**config.mk**
```make
export PLATFORM = sky130hd
export DESIGN_NAME = uctl_top
export DESIGN_NICKNAME = d
export VERILOG_FILES = /design/src/hw/uctl_pkg.sv /design/src/hw/uctl_tx.sv /design/src/hw/uctl_rx.sv /design/src/hw/uctl_top.sv
export SDC_FILE = /design/constraint.sdc
export NUM_CORES = 1
export LEC_CHECK = 0
export BUFFER_PORTS_ARGS = -buffer_cell sky130_fd_sc_hd__buf_2
export CAP_MARGIN = 20
export CORE_MARGIN = 5
export CORE_UTILIZATION = 30
export DETAILED_ROUTE_END_ITERATION = 8
export GPL_TIMING_DRIVEN = 1
export HOLD_SLACK_MARGIN = 0.1
export PLACE_DENSITY_LB_ADDON = 0.3
export SETUP_SLACK_MARGIN = 0.1
export SLEW_MARGIN = 15
export SYNTH_ARGS = -nofsm -noshare
export SYNTH_HDL_FRONTEND = slang
export SYNTH_SLANG_ARGS = --single-unit
```
**constraint.sdc**
```tcl
create_clock -name sys_clk -period 2 [get_ports sys_clk]
set_clock_uncertainty 0.05 [all_clocks]
set_input_delay 0.4 -clock sys_clk [delete_from_list [all_inputs] [get_ports sys_clk]]
set_output_delay 0.4 -clock sys_clk [all_outputs]
set_load 0.05 [all_outputs]
```
**src/hw/uctl_pkg.sv**
```systemverilog
// Purpose: constants and types for the uart control logic block
// Assumes: 32-bit axi4-lite register bus, byte addresses = 4 * index
// Notes:   printed offsets are not word aligned, so they are indices
package uctl_pkg;
   // ****************************************************************
   // register indices and address width
   // ****************************************************************
   localparam logic [15:0] IDX_CONTROL   = 16'h5007;
   localparam logic [15:0] IDX_STATUS    = 16'h500b;
   localparam logic [15:0] IDX_TXBUF     = 16'h5013;
   localparam logic [15:0] IDX_RXBUF     = 16'h5017;
   localparam logic [15:0] IDX_IRQSTAT   = 16'h5020;
   localparam logic [15:0] IDX_IRQMASK   = 16'h5021;
   localparam int          ADDR_W        = 18;
   localparam logic [7:0]  CONTROL_RST   = 8'h00;
   localparam logic [7:0]  CONTROL_WMASK = 8'hdf;
   // ****************************************************************
   // field positions
   // ****************************************************************
   localparam int CTL_RXSTAT_IE = 2;
   localparam int CTL_BREAK     = 6;
   localparam int CTL_LOOP      = 7;
   localparam int ST_OVERRUN    = 0;
   localparam int ST_PARITY     = 1;
   localparam int ST_FRAME      = 2;
   localparam int ST_BREAK      = 3;
   localparam int ST_RXREADY    = 5;
   localparam int ST_TXEMPTY    = 7;
   localparam int IRQ_RX        = 0;
   localparam int IRQ_TX        = 1;
   localparam int IRQ_RXSTAT    = 2;
   localparam int IRQ_W         = 3;
   // ****************************************************************
   // timing
   // ****************************************************************
   localparam int CLK_HZ        = 50_000_000;
   localparam int BAUD_HZ       = 115_200;
   localparam int BIT_CYCLES    = CLK_HZ / BAUD_HZ;
   localparam int FRAME_BITS    = 10;
   localparam logic [1:0] RESP_OKAY   = 2'b00;
   localparam logic [1:0] RESP_SLVERR = 2'b10;
   typedef enum logic [1:0] {UCTL_IDLE, UCTL_START, UCTL_DATA, UCTL_STOP} uctl_ser_t;
endpackage

```
**src/hw/uctl_tx.sv**
```systemverilog
// Purpose: serial transmitter, 8n1, fixed bit time
// Assumes: load only when idle
// Notes:   emits frame on serOut, busy while shifting
`timescale 1ns/10ps
module uctl_tx #(
   parameter int BIT_CYC = uctl_pkg::BIT_CYCLES
) (
   input  wire logic       sys_clk,
   input  wire logic       rst_b,
   input  wire logic       load,
   input  wire logic [7:0] data,
   output logic            busy,
   output logic            serOut
);
   uctl_pkg::uctl_ser_t state_r;
   logic [15:0] cnt_r;
   logic [2:0]  bitIdx_r;
   logic [7:0]  shift_r;
   wire tick = (cnt_r == 16'(BIT_CYC - 1));
   assign busy = (state_r != uctl_pkg::UCTL_IDLE);
   // frame sequencer
   always_ff @(posedge sys_clk or negedge rst_b) begin
      if (!rst_b) begin
         state_r  <= uctl_pkg::UCTL_IDLE;
         cnt_r    <= 16'h0000;
         bitIdx_r <= 3'h0;
         shift_r  <= 8'h00;
         serOut   <= 1'b1;
      end else begin
         cnt_r <= (tick || state_r == uctl_pkg::UCTL_IDLE) ? 16'h0000 : cnt_r + 16'h0001;
         unique case (state_r)
            uctl_pkg::UCTL_IDLE: begin
               serOut <= 1'b1;
               if (load) begin
                  shift_r <= data;
                  state_r <= uctl_pkg::UCTL_START;
                  serOut  <= 1'b0;
               end
            end
            uctl_pkg::UCTL_START: if (tick) begin
               state_r  <= uctl_pkg::UCTL_DATA;
               bitIdx_r <= 3'h0;
               serOut   <= shift_r[0];
            end
            uctl_pkg::UCTL_DATA: if (tick) begin
               shift_r  <= {1'b0, shift_r[7:1]};
               bitIdx_r <= bitIdx_r + 3'h1;
               if (bitIdx_r == 3'h7) begin
                  state_r <= uctl_pkg::UCTL_STOP;
                  serOut  <= 1'b1;
               end else begin
                  serOut <= shift_r[1];
               end
            end
            uctl_pkg::UCTL_STOP: if (tick) begin
               state_r <= uctl_pkg::UCTL_IDLE;
            end
         endcase
      end
   end
endmodule

```
**src/hw/uctl_rx.sv**
```systemverilog
// Purpose: serial receiver, 8n1, mid-bit sampling
// Assumes: serIn synchronous to sys_clk
// Notes:   flags frame error on bad stop bit, break on bad stop bit with all-zero data
`timescale 1ns/10ps
module uctl_rx #(
   parameter int BIT_CYC = uctl_pkg::BIT_CYCLES
) (
   input  wire logic       sys_clk,
   input  wire logic       rst_b,
   input  wire logic       serIn,
   output logic            done,
   output logic [7:0]      data,
   output logic            frameErr,
   output logic            breakDet
);
   uctl_pkg::uctl_ser_t state_r;
   logic [15:0] cnt_r;
   logic [2:0]  bitIdx_r;
   logic [7:0]  shift_r;
   wire tick = (cnt_r == 16'(BIT_CYC - 1));
   // frame sampler, counter starts half a bit into the start bit
   always_ff @(posedge sys_clk or negedge rst_b) begin
      if (!rst_b) begin
         state_r  <= uctl_pkg::UCTL_IDLE;
         cnt_r    <= 16'h0000;
         bitIdx_r <= 3'h0;
         shift_r  <= 8'h00;
         done     <= 1'b0;
         data     <= 8'h00;
         frameErr <= 1'b0;
         breakDet <= 1'b0;
      end else begin
         done     <= 1'b0;
         frameErr <= 1'b0;
         breakDet <= 1'b0;
         cnt_r    <= tick ? 16'h0000 : cnt_r + 16'h0001;
         unique case (state_r)
            uctl_pkg::UCTL_IDLE: begin
               cnt_r <= 16'(BIT_CYC / 2);
               if (!serIn) state_r <= uctl_pkg::UCTL_START;
            end
            uctl_pkg::UCTL_START: if (tick) begin
               state_r  <= serIn ? uctl_pkg::UCTL_IDLE : uctl_pkg::UCTL_DATA;
               bitIdx_r <= 3'h0;
            end
            uctl_pkg::UCTL_DATA: if (tick) begin
               shift_r  <= {serIn, shift_r[7:1]};
               bitIdx_r <= bitIdx_r + 3'h1;
               if (bitIdx_r == 3'h7) state_r <= uctl_pkg::UCTL_STOP;
            end
            uctl_pkg::UCTL_STOP: if (tick) begin
               state_r  <= uctl_pkg::UCTL_IDLE;
               done     <= 1'b1;
               data     <= shift_r;
               frameErr <= !serIn;
               breakDet <= !serIn && (shift_r == 8'h00);
            end
         endcase
      end
   end
endmodule

```
**src/hw/uctl_top.sv**
```systemverilog
// Purpose: uart control register logic with axi4-lite slave
// Assumes: single clock, one write and one read outstanding
// Notes:   parity error status bit tied low, reserved for a parity-capable receiver
//
// The AXI4-Lite interface to the registers is this design's own decision.
`timescale 1ns/10ps
module uctl_top #(
   parameter int BIT_CYC = uctl_pkg::BIT_CYCLES
) (
   input  wire logic                        sys_clk,
   input  wire logic                        rst_b,
   input  wire logic                        s_axi_awvalid,
   output logic                             s_axi_awready,
   input  wire logic [uctl_pkg::ADDR_W-1:0] s_axi_awaddr,
   input  wire logic                        s_axi_wvalid,
   output logic                             s_axi_wready,
   input  wire logic [31:0]                 s_axi_wdata,
   input  wire logic [3:0]                  s_axi_wstrb,
   output logic                             s_axi_bvalid,
   input  wire logic                        s_axi_bready,
   output logic [1:0]                       s_axi_bresp,
   input  wire logic                        s_axi_arvalid,
   output logic                             s_axi_arready,
   input  wire logic [uctl_pkg::ADDR_W-1:0] s_axi_araddr,
   output logic                             s_axi_rvalid,
   input  wire logic                        s_axi_rready,
   output logic [31:0]                      s_axi_rdata,
   output logic [1:0]                       s_axi_rresp,
   input  wire logic                        rxPin,
   output logic                             txPin,
   output logic                             irq
);
   // ****************************************************************
   // state
   // ****************************************************************
   logic [7:0]  control_r;
   logic [7:0]  rxBuf_r;
   logic        rxReady_r, overrun_r, frameErr_r, break_r;
   logic [2:0]  irqStat_r, irqMask_r;
   logic        awHeld_r, wHeld_r;
   logic [uctl_pkg::ADDR_W-1:0] awAddr_r;
   logic [31:0] wData_r;
   logic        wStrb0_r;
   logic        txLoad, txBusy, txSer, rxDone, rxFrame, rxBreak;
   logic [7:0]  rxData, txData_r;
   logic        txPend_r;
   logic        loopLine_r;
   wire         loopMode  = control_r[uctl_pkg::CTL_LOOP];
   wire         breakMode = control_r[uctl_pkg::CTL_BREAK];
   wire [15:0]  wIdx = 16'(awAddr_r >> 2);
   wire [15:0]  rIdx = 16'(s_axi_araddr >> 2);
   wire         doWrite = awHeld_r && wHeld_r && !s_axi_bvalid;
   wire         doRead  = s_axi_arvalid && s_axi_arready;
   wire         wrCtl = doWrite && wStrb0_r && wIdx == uctl_pkg::IDX_CONTROL;
   wire         wrTx  = doWrite && wStrb0_r && wIdx == uctl_pkg::IDX_TXBUF;
   wire         wrIc  = doWrite && wStrb0_r && wIdx == uctl_pkg::IDX_IRQSTAT;
   wire         wrIm  = doWrite && wStrb0_r && wIdx == uctl_pkg::IDX_IRQMASK;
   wire         rdSt  = doRead && rIdx == uctl_pkg::IDX_STATUS;
   wire         rdRx  = doRead && rIdx == uctl_pkg::IDX_RXBUF;
   wire         txEmpty = !txPend_r && !txBusy;
   wire         rxExc = rxDone && (rxFrame || rxBreak || rxReady_r);
   wire [7:0]   status = {txEmpty, 1'b1, rxReady_r, 1'b0, break_r, frameErr_r, 1'b0, overrun_r};
   // ****************************************************************
   // serial engines
   // ****************************************************************
   assign txLoad = txPend_r && !txBusy;
   uctl_tx #(.BIT_CYC(BIT_CYC)) uTx (
      .sys_clk(sys_clk), .rst_b(rst_b), .load(txLoad), .data(txData_r),
      .busy(txBusy), .serOut(txSer));
   // loop-back feeds the transmitter straight into the receiver
   uctl_rx #(.BIT_CYC(BIT_CYC)) uRx (
      .sys_clk(sys_clk), .rst_b(rst_b), .serIn(loopLine_r), .done(rxDone),
      .data(rxData), .frameErr(rxFrame), .breakDet(rxBreak));
   // receive line select, registered
   always_ff @(posedge sys_clk or negedge rst_b) begin
      if (!rst_b) loopLine_r <= 1'b1;
      else        loopLine_r <= loopMode ? txSer : rxPin;
   end
   // pin drive: break low, loop-back idle high
   always_ff @(posedge sys_clk or negedge rst_b) begin
      if (!rst_b)         txPin <= 1'b1;
      else if (loopMode)  txPin <= 1'b1;
      else if (breakMode) txPin <= 1'b0;
      else                txPin <= txSer;
   end
   // ****************************************************************
   // control and transmit buffer
   // ****************************************************************
   always_ff @(posedge sys_clk or negedge rst_b) begin
      if (!rst_b) control_r <= uctl_pkg::CONTROL_RST;
      else if (wrCtl) control_r <= wData_r[7:0] & uctl_pkg::CONTROL_WMASK;
   end
   // holding buffer, drained into the shifter
   always_ff @(posedge sys_clk or negedge rst_b) begin
      if (!rst_b) begin
         txPend_r <= 1'b0;
         txData_r <= 8'h00;
      end else if (wrTx) begin
         txPend_r <= 1'b1;
         txData_r <= wData_r[7:0];
      end else if (txLoad) begin
         txPend_r <= 1'b0;
      end
   end
   // ****************************************************************
   // receive buffer and line status, ready cleared on buffer read, errors on status read
   // ****************************************************************
   always_ff @(posedge sys_clk or negedge rst_b) begin
      if (!rst_b) begin
         rxBuf_r    <= 8'h00;
         rxReady_r  <= 1'b0;
         overrun_r  <= 1'b0;
         frameErr_r <= 1'b0;
         break_r    <= 1'b0;
      end else begin
         if (rxDone) begin
            rxBuf_r   <= rxData;
            rxReady_r <= 1'b1;
         end else if (rdRx) begin
            rxReady_r <= 1'b0;
         end
         // set wins over clear-on-read
         overrun_r  <= (rxDone && rxReady_r) || (overrun_r && !rdSt);
         frameErr_r <= (rxDone && rxFrame) || (frameErr_r && !rdSt);
         break_r    <= (rxDone && rxBreak) || (break_r && !rdSt);
      end
   end
   // ****************************************************************
   // interrupts: sticky status, write-one-to-clear, mask
   // ****************************************************************
   always_ff @(posedge sys_clk or negedge rst_b) begin
      if (!rst_b) begin
         irqStat_r <= 3'h0;
         irqMask_r <= 3'h0;
         irq       <= 1'b0;
      end else begin
         irqStat_r[uctl_pkg::IRQ_RX] <= (rxDone && control_r[1:0] == 2'b01)
            || (irqStat_r[uctl_pkg::IRQ_RX] && !(wrIc && wData_r[uctl_pkg::IRQ_RX]));
         irqStat_r[uctl_pkg::IRQ_TX] <= (txLoad && control_r[4:3] == 2'b01)
            || (irqStat_r[uctl_pkg::IRQ_TX] && !(wrIc && wData_r[uctl_pkg::IRQ_TX]));
         irqStat_r[uctl_pkg::IRQ_RXSTAT] <= (rxExc && control_r[uctl_pkg::CTL_RXSTAT_IE])
            || (irqStat_r[uctl_pkg::IRQ_RXSTAT] && !(wrIc && wData_r[uctl_pkg::IRQ_RXSTAT]));
         if (wrIm) irqMask_r <= wData_r[uctl_pkg::IRQ_W-1:0];
         irq <= |(irqStat_r & irqMask_r);
      end
   end
   // ****************************************************************
   // axi4-lite write channel
   // ****************************************************************
   always_ff @(posedge sys_clk or negedge rst_b) begin
      if (!rst_b) begin
         awHeld_r <= 1'b0;
         wHeld_r  <= 1'b0;
         awAddr_r <= '0;
         wData_r  <= 32'h0000_0000;
         wStrb0_r <= 1'b0;
         s_axi_bvalid <= 1'b0;
         s_axi_bresp  <= uctl_pkg::RESP_OKAY;
         s_axi_awready <= 1'b1;
         s_axi_wready  <= 1'b1;
      end else begin
         // ready flags registered from next held and response state
         s_axi_awready <= !doWrite && !(s_axi_awvalid && s_axi_awready) && !awHeld_r
            && !(s_axi_bvalid && !s_axi_bready);
         s_axi_wready  <= !doWrite && !(s_axi_wvalid && s_axi_wready) && !wHeld_r
            && !(s_axi_bvalid && !s_axi_bready);
         if (s_axi_awvalid && s_axi_awready) begin
            awHeld_r <= 1'b1;
            awAddr_r <= s_axi_awaddr;
         end
         if (s_axi_wvalid && s_axi_wready) begin
            wHeld_r  <= 1'b1;
            wData_r  <= s_axi_wdata;
            wStrb0_r <= s_axi_wstrb[0];
         end
         if (doWrite) begin
            awHeld_r     <= 1'b0;
            wHeld_r      <= 1'b0;
            s_axi_bvalid <= 1'b1;
            s_axi_bresp  <= (wIdx == uctl_pkg::IDX_CONTROL || wIdx == uctl_pkg::IDX_TXBUF
               || wIdx == uctl_pkg::IDX_IRQSTAT || wIdx == uctl_pkg::IDX_IRQMASK)
               ? uctl_pkg::RESP_OKAY : uctl_pkg::RESP_SLVERR;
         end else if (s_axi_bready) begin
            s_axi_bvalid <= 1'b0;
         end
      end
   end
   // ****************************************************************
   // axi4-lite read channel
   // ****************************************************************
   always_ff @(posedge sys_clk or negedge rst_b) begin
      if (!rst_b) begin
         s_axi_rvalid <= 1'b0;
         s_axi_rdata  <= 32'h0000_0000;
         s_axi_rresp  <= uctl_pkg::RESP_OKAY;
      end else if (doRead) begin
         s_axi_rvalid <= 1'b1;
         s_axi_rresp  <= uctl_pkg::RESP_OKAY;
         unique case (rIdx)
            uctl_pkg::IDX_CONTROL: s_axi_rdata <= {24'h0, control_r};
            uctl_pkg::IDX_STATUS:  s_axi_rdata <= {24'h0, status};
            uctl_pkg::IDX_RXBUF:   s_axi_rdata <= {24'h0, rxBuf_r};
            uctl_pkg::IDX_IRQSTAT: s_axi_rdata <= {29'h0, irqStat_r};
            uctl_pkg::IDX_IRQMASK: s_axi_rdata <= {29'h0, irqMask_r};
            default: begin
               s_axi_rdata <= 32'h0000_0000;
               s_axi_rresp <= uctl_pkg::RESP_SLVERR;
            end
         endcase
      end else if (s_axi_rready) begin
         s_axi_rvalid <= 1'b0;
      end
   end
   // address ready registered, low while a read answer stands
   always_ff @(posedge sys_clk or negedge rst_b) begin
      if (!rst_b) s_axi_arready <= 1'b1;
      else        s_axi_arready <= !doRead && !(s_axi_rvalid && !s_axi_rready);
   end
   // ****************************************************************
   // assertions
   // ****************************************************************
   property p_break_low;
      @(posedge sys_clk) disable iff (!rst_b)
      breakMode && !loopMode ##1 breakMode && !loopMode |-> txPin == 1'b0;
   endproperty
   a_break_low: assert property (p_break_low) else $error("break not low");
   property p_break_steady;
      @(posedge sys_clk) disable iff (!rst_b)
      breakMode && !loopMode ##1 breakMode && !loopMode ##1 breakMode && !loopMode
      |-> $stable(txPin);
   endproperty
   a_break_steady: assert property (p_break_steady) else $error("break toggles");
   property p_loop_idle;
      @(posedge sys_clk) disable iff (!rst_b)
      $past(loopMode) |-> txPin == 1'b1;
   endproperty
   a_loop_idle: assert property (p_loop_idle) else $error("loop pin not idle");
   property p_rxstat_off;
      @(posedge sys_clk) disable iff (!rst_b)
      !control_r[uctl_pkg::CTL_RXSTAT_IE] && !irqStat_r[uctl_pkg::IRQ_RXSTAT]
      |=> !irqStat_r[uctl_pkg::IRQ_RXSTAT];
   endproperty
   a_rxstat_off: assert property (p_rxstat_off) else $error("rx status irq while off");
   property p_overrun;
      @(posedge sys_clk) disable iff (!rst_b)
      rxDone && rxReady_r |=> overrun_r;
   endproperty
   a_overrun: assert property (p_overrun) else $error("overrun missed");
   property p_loop_rx;
      @(posedge sys_clk) disable iff (!rst_b)
      loopMode ##1 loopMode |-> loopLine_r == $past(txSer);
   endproperty
   a_loop_rx: assert property (p_loop_rx) else $error("loop path broken");
   property p_loop_data;
      @(posedge sys_clk) disable iff (!rst_b)
      rxDone |=> rxBuf_r == $past(rxData) && rxReady_r;
   endproperty
   a_loop_data: assert property (p_loop_data) else $error("rx buffer not loaded");
   property p_txempty;
      @(posedge sys_clk) disable iff (!rst_b)
      wrTx |=> !status[uctl_pkg::ST_TXEMPTY];
   endproperty
   a_txempty: assert property (p_txempty) else $error("empty flag wrong");
   property p_reserved;
      @(posedge sys_clk) disable iff (!rst_b)
      wrCtl |=> !control_r[5];
   endproperty
   a_reserved: assert property (p_reserved) else $error("reserved bit stored");
   c_break: cover property (@(posedge sys_clk) disable iff (!rst_b) breakMode ##1 !breakMode);
   c_loop:  cover property (@(posedge sys_clk) disable iff (!rst_b) loopMode && rxDone);
   c_irq:   cover property (@(posedge sys_clk) disable iff (!rst_b) $rose(irq));
endmodule

```
# [After elaboration in Yosys (flattened, before gate mapping)]
# Index checks and enable logic that the tools add are counted.
[totals] reg_bits=177 inputBits=80 out_inout_bits=43 wordCells=223
[classes] n_addsub=4 eq_ne=31 muxes=54 n_bitwise=1 n_reduce_logical=94
[ops] cell="16-bit by 15-bit equality test with 1-bit output (second input constant)" count=9
[ops] cell="16-bit two-way mux" count=3
[ops] cell="1-bit logical AND" count=40
[ops] cell="8-bit one-hot mux with 5 select lines" count=1
[ops] cell="16-bit by 1-bit adder with 16-bit output (second input constant)" count=2
[ops] cell="16-bit by 9-bit equality test with 1-bit output (second input constant)" count=2
[ops] cell="2-bit two-way mux" count=13
[ops] cell="1-bit two-way mux" count=25
[ops] cell="2-bit nonzero test" count=10
[ops] cell="1-bit logical NOT" count=18
[ops] cell="8-bit two-way mux" count=2
[ops] cell="2-bit by 1-bit != test with 1-bit output (second input constant)" count=8
[ops] cell="2-bit one-hot mux with 4 select lines" count=2
[ops] cell="8-bit one-hot mux with 2 select lines" count=1
[ops] cell="1-bit logical OR" count=12
[ops] cell="3-bit two-way mux" count=4
[ops] cell="3-bit one-hot mux with 2 select lines" count=2
[ops] cell="3-bit AND reduction" count=4
[ops] cell="5-bit AND reduction" count=2
[ops] cell="2-bit by 1-bit equality test with 1-bit output (second input constant)" count=4
[ops] cell="2-bit equality test (second input constant)" count=4
[ops] cell="8-bit logical NOT" count=1
[ops] cell="3-bit by 1-bit adder with 3-bit output (second input constant)" count=2
[ops] cell="3-bit equality test (second input constant)" count=2
[ops] cell="other kinds (8)" count=11

# [Longest topological paths before layout]
[depth] depth_word=8 mapped_depth=8 mapped_depth_nobuf=7

# [Cells and area by module]
# Synthesis repeated with hierarchy kept, for this count alone.
[hier_totals] hier_cells=615 area_unflattened_um2=7198.2
[modules_own_cells] mod="uctl_top" n_inst=1 cells_per_inst=281 area_each_um2=3558.4 seq_area_each_um2=1983.2
[modules_own_cells] mod="uctl_rx" n_inst=1 cells_per_inst=157 area_each_um2=1863.0 seq_area_each_um2=1001.0
[modules_own_cells] mod="uctl_tx" n_inst=1 cells_per_inst=177 area_each_um2=1776.7 seq_area_each_um2=752.0

# [Worst setup path before layout]
# No wires, ideal clock.
[synth_path] path_kind="reg-to-reg" startpoint="register s_axi_bvalid" endpoint="register txData_r[0]" setup_ns=0.125 arrival_time_ns=1.998 required_ns=1.825 path_slack_ns=-0.173 stages_incl_launch_ff=7 path_buffers=1 period_less_slack_ns=2.173 cell_sequence="dfrtp_1 > and3b_1 > clkbuf_1 > and2_1 > nand4bb_1 > nor2_2 > mux2_2"
[synth_via] elab_chain_cells=4
[synth_rtl] item="start: declaration" line_no="uctl_top.sv:19" text="output logic s_axi_bvalid,"
[synth_rtl] item="start signal: assignment" line_no="uctl_top.sv:157" text="s_axi_bvalid <= 1'b0;"
[synth_rtl] item="start signal: assignment" line_no="uctl_top.sv:179" text="s_axi_bvalid <= 1'b1;"
[synth_rtl] item="start signal: assignment" line_no="uctl_top.sv:184" text="s_axi_bvalid <= 1'b0;"
[synth_rtl] item="1-bit logical NOT" line_no="uctl_top.sv:52" text="wire doWrite = awHeld_r && wHeld_r && !s_axi_bvalid;"
[synth_rtl] item="1-bit logical AND" line_no="uctl_top.sv:52"
[synth_rtl] item="1-bit logical AND (2 in a row)" line_no="uctl_top.sv:55" text="wire wrTx = doWrite && wStrb0_r && wIdx == uctl_pkg::IDX_TXBUF;"
[synth_rtl] item="end signal: assignment" line_no="uctl_top.sv:100" text="txData_r <= wData_r[7:0];"
[synth_rtl] item="end: declaration" line_no="uctl_top.sv:45" text="logic [7:0] rxData, txData_r;"
# No other way between the ends.
# A chain may end at the register's enable or synchronous reset.

# [Worst setup path in the final report]
[layout_path] startpoint="register uTx.cnt_r[9]" endpoint="register uTx.shift_r[6]"
[layout_via] elab_chain_cells=3
[layout_rtl] item="start: declaration" line_no="uctl_tx.sv:16" text="logic [15:0] cnt_r;"
[layout_rtl] item="start signal: assignment" line_no="uctl_tx.sv:30" text="cnt_r <= (tick || state_r == uctl_pkg::UCTL_IDLE) ? 16'h0000 : cnt_r + 16'h0001;"
[layout_rtl] item="16-bit by 9-bit equality test with 1-bit output" line_no="uctl_tx.sv:19" text="wire tick = (cnt_r == 16'(BIT_CYC - 1));"
[layout_rtl] item="2-bit by 1-bit != test with 1-bit output (no line)"
[layout_rtl] item="3-bit AND reduction (no line)"
[layout_rtl] item="end signal: assignment" line_no="uctl_tx.sv:35" text="shift_r <= data;"
[layout_rtl] item="end signal: assignment" line_no="uctl_tx.sv:46" text="shift_r <= {1'b0, shift_r[7:1]};"
[layout_rtl] item="end: declaration" line_no="uctl_tx.sv:18" text="logic [7:0] shift_r;"
# No other way between the ends.

==> flow_summary.toml <==
[clocking]
cts_buffers = 17
path_clk_slew_ps = 70
cts_sinks = 149
root_buffer = "clkbuf_16"
h-tree-depth = 4
cts_tree = "yes"
cts_buffer_depth = 2
clkLatencyLatePin_ps = 420

[critical_path]
cp-end-kind = "flip-flop"
required_ps = 2260
cp.arrival_ps = 2500
crit_type = "reg -> reg"
critPathMaxFanout = 7
startpoint_type = "flip-flop"

[synth]
synth_top_family_by_area = "multiplexers"
ys_seq_area_share_pct = 54.5
synth_area_leader_cell = "dfrtp_1"
yosys_warnings = 0
synthAdderAreaFrac_pct = 2.56
ys_ff_latch = 149
synth-compound-area-share_pct = 6.52
synthMuxAreaShare_pct = 15.7
synth_area_leaders = "dfrtp_1 (52%), mux2_2 (15%), buf_4 (3.0%), nor2_1 (2.7%), ha_1 (2.6%)"
synthArstFlopShare_pct = 100
synth_edf_count = 0
synth-main-ff-cell = "dfrtp_1"
syn_inst = 567
synth_top_cell_area_share_pct = 52.2
synth_area_sq_um = 6850
synthXorXnorAreaFrac_pct = 3.32
ys_types = 55
synth_area_per_cell_sq_um = 12.1
yosys.area_share.simple_pct = 13.0

[sta]
tns_ps = -5180
hold-worst-slack_ps = 160
finalSetupViolations = 65
maxSlewViolCount = 0
rsz0062_at_grt = "true"
clock.fmax_ghz = 0.446
hold_violations = 0
fin_ws_ps = -243
slew_headroom_pct = 51.5
period_minus_slack_ps = 2240
worst_pin_slew_ps = 728
timing.final.crit_share_pct = 112

[route]
finalWirelength_microns = 15100
dr.pass1.iters = 5
post_drt_wl_per_cell_microns = 15.0
post-route-drc-count = 0
viasPerCell = 4.67
drt_iter0_drc = 242
final_antenna_net_count = 0
route.vias.total = 4685

[place]
place_hpwl_microns = 10400
port_buffers = 65
post_dp_cell_area_sq_um = 7890
gp_congestion = 0.753

[final_layout]
fill_cells = 2127
nets = 800
antenna_cells = 0
fin_util_pct = 40.1
design_area_sq_um = 9050
drive_gt1_share_pct = 45.2
final_cell_mix = "dfrtp_1 (142), buf_2 (64), mux2_2 (62)"
area_growth_pct = 32.1
final_common_cell = "dfrtp_1"

[run_status]
violations = "negative setup slack"
status = "finished with violations"

[global_route]
track_usage_pct = 11.8
grt_overflow = 0
grt_pass1_wl_microns = 24900
grt_antenna_before_repair = 0
grt_max_degree = 57
grt_pass1_vias = 4885

[die]
die_h_microns = 161
dieWidth_microns = 161
die-area_sq_um = 26000
core_sq_um = 22600
start_util_pct = 30.4
io_pins = 123
rows = 55

[hold_path]
hold_class = "in -> reg"

[power]
total_power_w = 0.00996
peakVddDrop_uv = 533
p_leak_nw = 4.27
p_per_area_nw_per_um2 = 1100

[flow_run]
maxCapViolCount = 0
[cell type report]
cell class / count / area (sq um) / area share, %
inverter: 12 / 45.0 / 0.498
timing repair buffer: 133 / 981 / 10.8
sequential: 149 / 3740 / 41.3
clock buffer: 17 / 425 / 4.70
tap: 285 / 357 / 3.94
multi-input combinational: 393 / 3320 / 36.7
clock inverter: 15 / 190 / 2.10
[flip-flops by register name, summed over array words and instances, names as in the netlist, 2 cells and up, named ones only]
name / count
uTx.shift_r: 8
wData_r: 8
awAddr_r: 16
control_r: 7
irqMask_r: 3
txData_r: 8
uTx.bitIdx_r: 3
uRx.bitIdx_r: 3
s_axi_rdata: 8
uTx.state_r: 2
rxBuf_r: 8
irqStat_r: 3
uRx.data: 8
uRx.cnt_r: 16
uTx.cnt_r: 16
uRx.shift_r: 8
[report_power, final]
group,internal (W),total (W),switching [W]
registers,0.00355,0.00390,0.000355
clock network,0.00200,0.00335,0.00135
logic,0.00125,0.00271,0.00147
[what timing repair did]
| item | in CTS | in global routing |
|---|---|---|
| pin swaps | 25 | 13 |
| buffers inserted | 12 | 6 |
| endpoints found under the setup margin | 84 | 89 |
| hold buffers | 1 | 0 |
| gates cloned | 3 | 0 |
| resized for setup | 80 | 24 |
| endpoints found under the hold margin | 33 | 0 |
[cell usage after synthesis, types with 3 or more instances]
library cell    n
a21oi_1         9
o21ai_0        21
buf_4          27
dfrtp_1       143
xnor2_1         7
inv_1          12
or4_4           3
nand2b_1        6
a21o_1          3
nor2_1         49
nor3b_1         3
ha_1           14
and3_1          7
nand3_1        12
nor3_1          4
nand4_1         8
mux2_2         91
mux2i_1         4
a22o_1         15
nor4_1          3
or4_1           3
and2_1          3
dfstp_2         6
or3b_2          3
xor2_1         19
and4_1          3
clkbuf_1       10
nand2_1        40
[cell families after synthesis]
kind of cell | count (synthesis)
DFF | 149
xor gates and xnor gates | 26
AOI/OAI and AO/OA | 65
muxes | 96
buffers and inverters | 51
and+or+nand+nor | 165
other | 1
adders and majority gates | 14
[metrics by stage]
step	setup slack [ps]	std cells
after floorplan	-115	592
after global placement	-245	952
after detailed placement	-261	952
after CTS	-251	1000
after global routing	-306	1004
final	-243	1004
[path summary, 6_finish.rpt]
| path | slack, ps | end | depth (start not counted) | from |
|---|---|---|---|---|
| min | 160 | awAddr_r[11] | 2 | s_axi_awaddr[11] |
| min reg2reg | 440 | irqStat_r[0] | 1 | control_r[1] |
| min in group asynchronous | 390 | wData_r[5] | 2 | rst_b |
| max | -240 | uTx.shift_r[6] | 5 | uTx.cnt_r[9] |
| max in group asynchronous | 810 | s_axi_arready | 3 | rst_b |
| max reg2reg | -240 | uTx.shift_r[6] | 5 | uTx.cnt_r[9] |
[critical path, cell delays in order (launching register included)]
cell	delay (ps)
dfrtp_1	370
or4_4	550
nor4_4	390
mux2i_2	170
nor2_4	230
mux2_2	360
[per-layer routing]
metal	wire length, microns	vias up	GRT usage, %
li1	-	2235	-
met1	6590	2375	14.5
met2	7830	69	20.7
met3	541	6	2.81
met5	0	-	0
met4	126	0	3.37
Note: power is estimated with default switching activity, not from simulation.
